$ cat src/fovr_pkg.sv
// Constants and types for the eight-channel forced override and blink warning block.
// Assumes a single 40 MHz clock and an AXI4-Lite register bus with 32-bit data.
package fovr_pkg;
	// Clock rate and the millisecond time base of the warning timers
	localparam int unsigned CLK_HZ = 40_000_000;
	localparam int unsigned TICK_NS = 1_000_000;
	localparam int unsigned TICK_CYC = TICK_NS / (1_000_000_000 / CLK_HZ);
	localparam int NCH = 8;
	localparam int AW = 8;
	// Register byte offsets
	localparam logic [7:0] OFS_BLINK_EN = 8'h00;
	localparam logic [7:0] OFS_RELAY_NC = 8'h04;
	localparam logic [7:0] OFS_WARN_CFG = 8'h08;
	localparam logic [7:0] OFS_STATUS = 8'h0C;
	// Reset values: 3 blinks, 100 ms apart, 1000 ms before off
	localparam logic [7:0] RST_BLINK_EN = 8'h00;
	localparam logic [7:0] RST_RELAY_NC = 8'h00;
	localparam logic [31:0] RST_WARN_CFG = 32'h03E8_6403;
	localparam logic [31:0] CFG_WMASK = 32'hFFFF_FF0F;
	// Status field positions
	localparam int STS_CONTACT_LSB = 0;
	localparam int STS_FORCE_LSB = 8;
	localparam int STS_WARN_LSB = 16;
	// Bus responses
	localparam logic [1:0] RESP_OKAY = 2'h0;
	localparam logic [1:0] RESP_SLVERR = 2'h2;

	// Forced-control value as received: activation bit above forced level
	typedef struct packed {
		logic act;
		logic lvl;
	} fovr_frc_t;

	// Shared warning timing: delay [31:16], interval [15:8], blink count [3:0]
	typedef struct packed {
		logic [15:0] delay;
		logic [7:0] interval;
		logic [3:0] rsv;
		logic [3:0] count;
	} fovr_cfg_t;

	// Per-channel warning sequence, coded IDLE 0, WARN 1, HOLD 3
	typedef enum logic [1:0] {
		FOVR_IDLE = 2'h0,
		FOVR_WARN = 2'h1,
		FOVR_HOLD = 2'h3
	} fovr_st_t;
endpackage

$ cat src/fovr_top.sv
// Eight-channel forced override with blink warning and relay contact mode.
// Assumes switching and forced-control updates arrive as one-cycle strobes from a
// telegram decoder on clk_in, and software reaches the settings over AXI4-Lite.
//
// Decided for this implementation: the AXI4-Lite register port and the placing of the registers.
`timescale 1ns/1ps

module fovr_top #(
	parameter int unsigned TICK_CYC = fovr_pkg::TICK_CYC
) (
	input wire logic clk_in,
	input wire logic resetn_in,
	input wire logic [7:0] sw_val_in,
	input wire logic [7:0] sw_stb_in,
	input wire fovr_pkg::fovr_frc_t [7:0] frc_in,
	input wire logic [7:0] frc_stb_in,
	output logic [7:0] contact_out,
	input wire logic [7:0] s_awaddr_in,
	input wire logic s_awvalid_in,
	output logic s_awready_out,
	input wire logic [31:0] s_wdata_in,
	input wire logic [3:0] s_wstrb_in,
	input wire logic s_wvalid_in,
	output logic s_wready_out,
	output logic [1:0] s_bresp_out,
	output logic s_bvalid_out,
	input wire logic s_bready_in,
	input wire logic [7:0] s_araddr_in,
	input wire logic s_arvalid_in,
	output logic s_arready_out,
	output logic [31:0] s_rdata_out,
	output logic [1:0] s_rresp_out,
	output logic s_rvalid_out,
	input wire logic s_rready_in
);

	// Byte-lane merge of a write into a stored word
	function automatic logic [31:0] merge(input logic [31:0] old, input logic [31:0] wd,
		input logic [3:0] strb);
		logic [31:0] r;
		r = old;
		for (int b = 0; b < 4; b++)
		begin
			if (strb[b])
				r[b*8 +: 8] = wd[b*8 +: 8];
		end
		return r;
	endfunction

	logic [7:0] blink_en_q, blink_en_d, relay_nc_q, relay_nc_d;
	fovr_pkg::fovr_cfg_t cfg_q, cfg_d;
	logic aw_got_q, aw_got_d, w_got_q, w_got_d, bvalid_q, bvalid_d;
	logic [7:0] awaddr_q, awaddr_d;
	logic [31:0] wdata_q, wdata_d;
	logic [3:0] wstrb_q, wstrb_d;
	logic [1:0] bresp_q, bresp_d;
	logic rvalid_q, rvalid_d;
	logic [31:0] rdata_q, rdata_d;
	logic [1:0] rresp_q, rresp_d;
	logic [15:0] div_q, div_d;
	logic tick;
	logic [7:0] sw_q, sw_d, lvl_q, lvl_d, contact_q, contact_d;
	fovr_pkg::fovr_frc_t [7:0] frc_q, frc_d;
	fovr_pkg::fovr_st_t st_q [8];
	fovr_pkg::fovr_st_t st_d [8];
	logic [4:0] cnt_q [8];
	logic [4:0] cnt_d [8];
	logic [15:0] tmr_q [8];
	logic [15:0] tmr_d [8];
	logic [7:0] stage, warn;

	assign s_awready_out = !aw_got_q && !bvalid_q;
	assign s_wready_out = !w_got_q && !bvalid_q;
	assign s_bvalid_out = bvalid_q;
	assign s_bresp_out = bresp_q;
	assign s_arready_out = !rvalid_q;
	assign s_rvalid_out = rvalid_q;
	assign s_rdata_out = rdata_q;
	assign s_rresp_out = rresp_q;
	assign contact_out = contact_q;

	// Write channel: capture address and data in either order, then commit
	always_comb
	begin
		aw_got_d = aw_got_q;
		w_got_d = w_got_q;
		awaddr_d = awaddr_q;
		wdata_d = wdata_q;
		wstrb_d = wstrb_q;
		bvalid_d = bvalid_q;
		bresp_d = bresp_q;
		blink_en_d = blink_en_q;
		relay_nc_d = relay_nc_q;
		cfg_d = cfg_q;
		if (s_awvalid_in && s_awready_out)
		begin
			aw_got_d = 1'b1;
			awaddr_d = s_awaddr_in;
		end
		if (s_wvalid_in && s_wready_out)
		begin
			w_got_d = 1'b1;
			wdata_d = s_wdata_in;
			wstrb_d = s_wstrb_in;
		end
		if (aw_got_q && w_got_q)
		begin
			aw_got_d = 1'b0;
			w_got_d = 1'b0;
			bvalid_d = 1'b1;
			bresp_d = fovr_pkg::RESP_OKAY;
			case (awaddr_q)
				fovr_pkg::OFS_BLINK_EN: blink_en_d = 8'(merge({24'h0, blink_en_q}, wdata_q,
					wstrb_q));
				fovr_pkg::OFS_RELAY_NC: relay_nc_d = 8'(merge({24'h0, relay_nc_q}, wdata_q,
					wstrb_q));
				fovr_pkg::OFS_WARN_CFG: cfg_d = merge(cfg_q, wdata_q, wstrb_q) &
					fovr_pkg::CFG_WMASK;
				fovr_pkg::OFS_STATUS: bresp_d = fovr_pkg::RESP_OKAY;
				default: bresp_d = fovr_pkg::RESP_SLVERR;
			endcase
		end
		else if (bvalid_q && s_bready_in)
			bvalid_d = 1'b0;
	end

	// Write channel and settings registers
	always_ff @(posedge clk_in or negedge resetn_in)
	begin
		if (!resetn_in)
		begin
			aw_got_q <= 1'b0;
			w_got_q <= 1'b0;
			awaddr_q <= 8'h00;
			wdata_q <= 32'h0000_0000;
			wstrb_q <= 4'h0;
			bvalid_q <= 1'b0;
			bresp_q <= 2'h0;
			blink_en_q <= fovr_pkg::RST_BLINK_EN;
			relay_nc_q <= fovr_pkg::RST_RELAY_NC;
			cfg_q <= fovr_pkg::RST_WARN_CFG;
		end
		else
		begin
			aw_got_q <= aw_got_d;
			w_got_q <= w_got_d;
			awaddr_q <= awaddr_d;
			wdata_q <= wdata_d;
			wstrb_q <= wstrb_d;
			bvalid_q <= bvalid_d;
			bresp_q <= bresp_d;
			blink_en_q <= blink_en_d;
			relay_nc_q <= relay_nc_d;
			cfg_q <= cfg_d;
		end
	end

	// Read channel: answer one cycle after the address is taken
	always_comb
	begin
		rvalid_d = rvalid_q;
		rdata_d = rdata_q;
		rresp_d = rresp_q;
		if (s_arvalid_in && s_arready_out)
		begin
			rvalid_d = 1'b1;
			rresp_d = fovr_pkg::RESP_OKAY;
			rdata_d = 32'h0000_0000;
			case (s_araddr_in)
				fovr_pkg::OFS_BLINK_EN: rdata_d[7:0] = blink_en_q;
				fovr_pkg::OFS_RELAY_NC: rdata_d[7:0] = relay_nc_q;
				fovr_pkg::OFS_WARN_CFG: rdata_d = cfg_q;
				fovr_pkg::OFS_STATUS:
				begin
					rdata_d[fovr_pkg::STS_CONTACT_LSB +: 8] = contact_q;
					for (int i = 0; i < fovr_pkg::NCH; i++)
						rdata_d[fovr_pkg::STS_FORCE_LSB + i] = frc_q[i].act;
					rdata_d[fovr_pkg::STS_WARN_LSB +: 8] = warn;
				end
				default: rresp_d = fovr_pkg::RESP_SLVERR;
			endcase
		end
		else if (rvalid_q && s_rready_in)
			rvalid_d = 1'b0;
	end

	// Read channel registers
	always_ff @(posedge clk_in or negedge resetn_in)
	begin
		if (!resetn_in)
		begin
			rvalid_q <= 1'b0;
			rdata_q <= 32'h0000_0000;
			rresp_q <= 2'h0;
		end
		else
		begin
			rvalid_q <= rvalid_d;
			rdata_q <= rdata_d;
			rresp_q <= rresp_d;
		end
	end

	// Millisecond enable pulse for the warning timers
	always_comb
	begin
		tick = (div_q == 16'(TICK_CYC - 1));
		div_d = tick ? 16'h0000 : div_q + 16'h0001;
	end

	// Override stage and warning sequence per channel
	always_comb
	begin
		sw_d = sw_q;
		frc_d = frc_q;
		for (int i = 0; i < fovr_pkg::NCH; i++)
		begin
			if (sw_stb_in[i])
				sw_d[i] = sw_val_in[i];
			if (frc_stb_in[i])
				frc_d[i] = frc_in[i];
			stage[i] = frc_q[i].act ? frc_q[i].lvl : sw_q[i];
			warn[i] = (st_q[i] != fovr_pkg::FOVR_IDLE);
			st_d[i] = st_q[i];
			cnt_d[i] = cnt_q[i];
			tmr_d[i] = tmr_q[i];
			lvl_d[i] = lvl_q[i];
			if (stage[i] || frc_q[i].act)
			begin
				// Turning on or forcing cuts any warning short
				st_d[i] = fovr_pkg::FOVR_IDLE;
				lvl_d[i] = stage[i];
			end
			else
			begin
				case (st_q[i])
					fovr_pkg::FOVR_IDLE:
					begin
						lvl_d[i] = 1'b0;
						// start warning on a normal switch-off
						if (lvl_q[i] && blink_en_q[i])
						begin
							if (cfg_q.count == 4'h0)
							begin
								st_d[i] = fovr_pkg::FOVR_HOLD;
								lvl_d[i] = 1'b1;
								tmr_d[i] = cfg_q.delay;
							end
							else
							begin
								st_d[i] = fovr_pkg::FOVR_WARN;
								cnt_d[i] = {cfg_q.count, 1'b0} - 5'h01;
								tmr_d[i] = {8'h00, cfg_q.interval};
							end
						end
					end
					fovr_pkg::FOVR_WARN:
					begin
						if (tick && tmr_q[i] <= 16'h0001)
						begin
							tmr_d[i] = {8'h00, cfg_q.interval};
							lvl_d[i] = !lvl_q[i];
							if (cnt_q[i] == 5'h00)
							begin
								st_d[i] = fovr_pkg::FOVR_HOLD;
								lvl_d[i] = 1'b1;
								tmr_d[i] = cfg_q.delay;
							end
							else
								cnt_d[i] = cnt_q[i] - 5'h01;
						end
						else if (tick)
							tmr_d[i] = tmr_q[i] - 16'h0001;
					end
					fovr_pkg::FOVR_HOLD:
					begin
						if (tick && tmr_q[i] <= 16'h0001)
						begin
							st_d[i] = fovr_pkg::FOVR_IDLE;
							lvl_d[i] = 1'b0;
						end
						else if (tick)
							tmr_d[i] = tmr_q[i] - 16'h0001;
					end
					default:
					begin
						st_d[i] = fovr_pkg::FOVR_IDLE;
						lvl_d[i] = 1'b0;
					end
				endcase
			end
		end
		// normally open passes the level, closed inverts it
		contact_d = lvl_q ^ relay_nc_q;
	end

	// Channel state registers
	always_ff @(posedge clk_in or negedge resetn_in)
	begin
		if (!resetn_in)
		begin
			div_q <= 16'h0000;
			sw_q <= 8'h00;
			frc_q <= '0;
			lvl_q <= 8'h00;
			contact_q <= 8'h00;
			for (int i = 0; i < fovr_pkg::NCH; i++)
			begin
				st_q[i] <= fovr_pkg::FOVR_IDLE;
				cnt_q[i] <= 5'h00;
				tmr_q[i] <= 16'h0000;
			end
		end
		else
		begin
			div_q <= div_d;
			sw_q <= sw_d;
			frc_q <= frc_d;
			lvl_q <= lvl_d;
			contact_q <= contact_d;
			for (int i = 0; i < fovr_pkg::NCH; i++)
			begin
				st_q[i] <= st_d[i];
				cnt_q[i] <= cnt_d[i];
				tmr_q[i] <= tmr_d[i];
			end
		end
	end

	// Checks on every channel
	for (genvar g = 0; g < 8; g++)
	begin : g_chk

	end
endmodule

$ cat config.mk
export PLATFORM = sky130hd
export DESIGN_NAME = fovr_top
export DESIGN_NICKNAME = d
export VERILOG_FILES = /design/src/fovr_pkg.sv /design/src/fovr_top.sv
export SDC_FILE = /design/constraint.sdc
export NUM_CORES = 1
export LEC_CHECK = 0
export BUFFER_PORTS_ARGS = -buffer_cell sky130_fd_sc_hd__buf_2
export CAP_MARGIN = 20
export CORE_MARGIN = 5
export CORE_UTILIZATION = 35
export DETAILED_ROUTE_END_ITERATION = 8
export MAX_ROUTING_LAYER = met4
export PLACE_DENSITY_LB_ADDON = 0.3
export SYNTH_ARGS = -nofsm -noshare
export SYNTH_HDL_FRONTEND = slang
export SYNTH_SLANG_ARGS = --single-unit
$ cat constraint.sdc
create_clock -name clk_in -period 3.75 [get_ports clk_in]
set_clock_uncertainty 0.2 [all_clocks]
set_input_delay 0.5625 -clock clk_in [delete_from_list [all_inputs] [get_ports clk_in]]
set_output_delay 0.5625 -clock clk_in [all_outputs]
set_load 0.05 [all_outputs]
Yosys cells after proc, flatten, opt, wreduce, memory -nomap -nowiden
Cells that the tools add are included.
- divide/modulo/power cells: 0
- $lt $le $gt $ge: 8
- bitwise operators: 9
- $add $sub $neg: 18
- multiply operators: 0
- reductions and logical operators: 131
- shift operators: 0
- mux-type cells: 202
- eq/ne operators: 95
- operators with widths (kind ; count):
    $mux 16 ; 42
    $pmux 16 s3 ; 8
    $le 16x1->1 const B ; 8
    $sub 16x1->16 const B ; 8
    $mux 5 ; 25
    $ne 3x3->1 const B ; 32
    $mux 2 ; 43
    $ne 2x2->1 const B ; 40
    $pmux 5 s2 ; 8
    $reduce_and 4->1 ; 16
    $mux 1 ; 57
    $pmux 2 s3 ; 8
    $reduce_and 6->1 ; 8
    $sub 5x1->5 const B ; 9
    $logic_not 5->1 ; 8
    $reduce_bool 2->1 ; 20
    $eq 8x4->1 const B ; 4
    $pmux 16 s2 ; 1
    $pmux 8 s4 ; 1
    $logic_and 1x1->1 ; 24
    $pmux 1 s3 ; 8
    $reduce_bool 3->1 ; 8
    $reduce_and 3->1 ; 6
    $add 16x1->16 const B ; 1
    other kinds (14) ; 70
- bits of input ports: 99
- ROM bits: 0
- memories kept: 0
- output and inout bits: 49
- latch bits: 0
- flip-flop bits (word level): 368
- logic and storage cells: 537
- memory bits (writable): 0

Depth between registers and ports, before layout
- depth after elaboration: 5
- depth in mapped cells: 11
- mapped depth without buffers: 10

Worst setup path before layout
No wires, ideal clock.
- path type: register to register
- from: register div_q[6]
- to: register cnt_q[27] (netlist name)
- library setup time: 0.121 ns
- data required time: 3.429 ns
- period minus slack after synthesis: 3.158 ns
- slack: 0.592 ns
- arrival time: 2.837 ns
- cell stages (with the launch flop): 10
- buffers on the path: 2
- path through: dfrtp_1 buf_2 or4b_4 or4_4 buf_6 nor3_4 a31oi_1 nor4_4 o21ai_1 a22o_1
- cells in the longest elaborated chain, start to end: 4
- RTL lines (item ; RTL line ; source):
    start: declaration ; fovr_top.sv:60 ; logic [15:0] div_q, div_d;
    start signal: assignment ; fovr_top.sv:316 ; div_q <= div_d;
    $eq 16x16->1 ; fovr_top.sv:207 ; tick = (div_q == 16'(TICK_CYC - 1));
    $logic_and 1x1->1 ; fovr_top.sv:259 ; if (tick && tmr_q[i] <= 16'h0001)
    $ne 2x2->1 (no source line) ; -- ;
    $reduce_and 6->1 (no source line) ; -- ;
    end signal: indexed assignment ; fovr_top.sv:324 ; cnt_q[i] <= cnt_d[i];
    end: declaration ; fovr_top.sv:66 ; logic [4:0] cnt_q [8];
Every way passes these cells.
A chain may end at the register's enable or synchronous reset.

Final worst setup path
- from: register div_q[6]
- to: register tmr_q[95] (netlist name)
- cells in the longest elaborated chain, start to end: 4
- elaborated cells between the ends (all ways): 8
- those cells by class: 2 x eq/ne; 4 x mux; 2 x reduce/logical
- RTL lines (item ; RTL line ; source):
    $eq 16x16->1 * ; fovr_top.sv:207 ;
    $mux 16 / $logic_and 1x1->1 (equally long branches) ; -- ;
    $mux 16, or another cell as far along ; -- ;
    $pmux 16 s3 / $reduce_and 4->1 (equally long branches) ; -- ;
    end signal: indexed assignment ; fovr_top.sv:325 ; tmr_q[i] <= tmr_d[i];
    end: declaration ; fovr_top.sv:68 ; logic [15:0] tmr_q [8];
Every way passes the cells marked *; elsewhere a longest branch is shown, timed or not. The select of a mux whose other input is x is not followed.

==> flow_summary.json <==
{
  "antenna_found_initial": 3,
  "p_per_area_nw_per_um2": 458,
  "clkTransAtPathRegs_ns": 0.05,
  "crit_slowest_cell": "or4_4",
  "htree_levels": 2,
  "die_area_um2": 68200,
  "fin_crit_sh": 0.918,
  "ir_drop_v": 0.000379,
  "hpwl_um": 56900,
  "hold_class": "in2reg",
  "dr.pass1.iters": 9,
  "mostFrequentLayoutCells": "dfrtp_1 (355), nand2_1 (235), nor2_1 (215), o21ai_0 (192), a21oi_1 (155)",
  "maxSlewViolCount": 0,
  "cap_viol_max_count": 0,
  "grt_overflow": 0,
  "grt_pass1_wl_um": 127000,
  "cp_cell_sequence": "or4b_4 -> or4_4 -> buf_4 -> nor3_4 -> buf_4 -> nand3_1 -> a21oi_2 -> a22oi_1 -> nand2_1",
  "synthFlopType": "dfrtp_1",
  "p_comb_frac": 0.205,
  "grtUsageTotal": 0.246,
  "fin_crit_ns": 3.44,
  "switching_share": 0.324,
  "seqPwrFrac": 0.405,
  "yosysUniqueCellTypes": 87,
  "clock-sinks": 366,
  "p_clk_frac": 0.390,
  "synth_edf_count": 0,
  "tns_ns": 0,
  "initial_utilization": 0.352,
  "timing.hold.ws_ns": 0.0257,
  "grt_max_degree": 89,
  "cts-root-buf": "clkbuf_16",
  "final_common_cell": "dfrtp_1",
  "yosys_warnings": 0,
  "p_leak_uw": 0.0118,
  "placement.io_buffers": 145,
  "cts_buffer_depth": 3,
  "required_ns": 4.06,
  "max_freq_ghz": 0.290,
  "crit_start": "div_q[6]",
  "synth-seq-cells": 366,
  "internal_power_uw": 8230,
  "route.detailed.drc": 0,
  "synthesis.area_per_instance_um2": 8.79,
  "regToRegStartpoint": "div_q[6]",
  "setup_viol": 0,
  "cts_tree": "done",
  "cpPeakStageDelay_ns": 0.69,
  "wl_per_cell_um": 23.3,
  "postSynth.asyncResetShare": 1.00,
  "finalHoldViolCount": 0,
  "row_count": 92,
  "ant_nets": 0,
  "drive_gt1_frac": 0.190,
  "cts_made_buffers": 46,
  "cts_setup_buffers": 0,
  "drt_wl_total_um": 84300,
  "yosys.area.top_type": "dfrtp_1",
  "cp.arrival_ns": 3.75,
  "crit_top_cell": "buf_4",
  "vias": 21600,
  "syn_area_um2": 22100,
  "ys_seq_area_frac": 0.416,
  "worst_setup_path_end_kind": "flop",
  "ios": 148,
  "critPathMaxFanout": 13,
  "relSlewSlack": 0.240,
  "syn_inst": 2510,
  "worst_pin_slew_ns": 1.13,
  "rsz0062_at_grt": "false",
  "via_per_inst": 5.98,
  "area_delta_synth_final_pct": 20.4,
  "clk_latency_ns": 0.60,
  "synth_top_area_frac": 0.403,
  "rrSetupSlack_ns": 0.31,
  "nets": 2855,
  "status": "completed",
  "grt_pass1_vias": 20800,
  "dieHeight_um": 261,
  "fp.dieW_um": 261,
  "fp.coreArea_um2": 62700,
  "p_sw_uw": 3950,
  "synth_area_leaders": "dfrtp_1 (40%), mux2_2 (6.5%), o21ai_0 (4.4%)",
  "crit_type": "reg2reg",
  "gp_congestion": 0.967,
  "cp-start-kind": "flop",
  "hold_start": "s_wdata_in[16]",
  "drtIter0Drc": 2478
}
cell type report:
type,count,area (µm²)
fillers,6159,36200
multi-input cells,1896,12000
flip-flops and latches,366,9170
repair buffers,334,2420
clock buffers,62,1300
well taps,846,1060
inverters,86,323
clock inverters,23,319
diodes,5,12.5
cells by family (layout without fill, tap and decap cells):
kind of cell / count (synthesis) / after routing / share of synthesized area
and+or+nand+nor: 913 / 913 / 0.206
buffers and inverters: 249 / 505 / 0.0436
xor gates and xnor gates: 34 / 34 / 0.0135
AOI/OAI and AO/OA: 735 / 735 / 0.212
adders and majority gates: 26 / 26 / 0.0147
other: 1 / 7 / 0.000170
muxes: 186 / 186 / 0.0940
DFF: 366 / 366 / 0.416
worst max-delay path: cells and delay by family (launching register included):
kind	cells	cell delay (ns)
simple gates	5	1.71
buf+inv	2	0.45
compound gates	2	0.55
flops	1	0.45
registers in the layout, summed over array words and instances, names as in the netlist, 16 cells and up:
register     flops
cfg_q           28
div_q           16
st_q            16
cnt_q           40
tmr_q          128
wdata_q         32
s_rdata_out     32
frc_q           16
power groups by stage:
stage                     clock network [µW]  logic [µW]  registers (µW)
after CTS                               4870        2480            4920
after floorplan                            0        1550            4750
after detailed placement                   0        2410            4990
after global placement                     0        2370            4970
after global routing                    5020        2690            4970
final                                   4750        2500            4930
stage by stage:
step | util | cell area, µm² | power [µW] | cells | worst slack, ns
after global placement | 0.386 | 24200 | 7340 | 3456 | 0.414
after detailed placement | 0.386 | 24200 | 7390 | 3456 | 0.349
final | 0.424 | 26600 | 12200 | 3618 | 0.307
after floorplan | - | 22100 | 6300 | 2511 | 0.592
after global routing | 0.423 | 26600 | 12700 | 3615 | 0.111
after CTS | 0.423 | 26600 | 12300 | 3613 | 0.341
cell usage after synthesis, types with 17 or more instances:
cell type,number
inv_1,82
nor2_1,216
nor3_1,91
nand3_1,89
o31ai_1,20
a31oi_1,55
ha_1,26
nor3b_1,22
nor2b_1,30
or3_1,23
nor4_1,49
o21ai_0,192
o21ai_1,30
nand2_1,236
nand2b_1,25
a22oi_1,36
dfrtp_1,355
o22ai_1,26
a22o_1,22
or2_2,17
or4_1,20
xor2_1,20
nand4_1,27
o211ai_1,35
clkbuf_1,141
mux2_2,128
mux2i_1,53
a21oi_1,155
final timing paths:
kind / endpoint / depth (start not counted)
worst max register to register: tmr_q[95] / 9
worst min-delay path: wdata_q[16] / 2
min in group asynchronous: tmr_q[42] / 2
max in group asynchronous: tmr_q[120] / 3
worst min register to register: s_rdata_out[12] / 2
worst max-delay path: tmr_q[95] / 9
repair_timing:
action / CTS / global route
hold endpoints to repair: 109 / 0
gates resized for setup: 0 / 0
hold buffers: 72 / 0
per-layer routing:
layer / routed length (µm) / GRT usage / part of all wire / vias up
met2: 37000 / 0.365 / 0.44 / 989
met1: 36100 / 0.332 / 0.43 / 10700
li1: - / - / - / 9757
met5: 0 / - / 0 / -
met4: 3320 / 0.0901 / 0.039 / 0
met3: 7860 / 0.0563 / 0.093 / 160
Power figures use the tool's default switching activity.
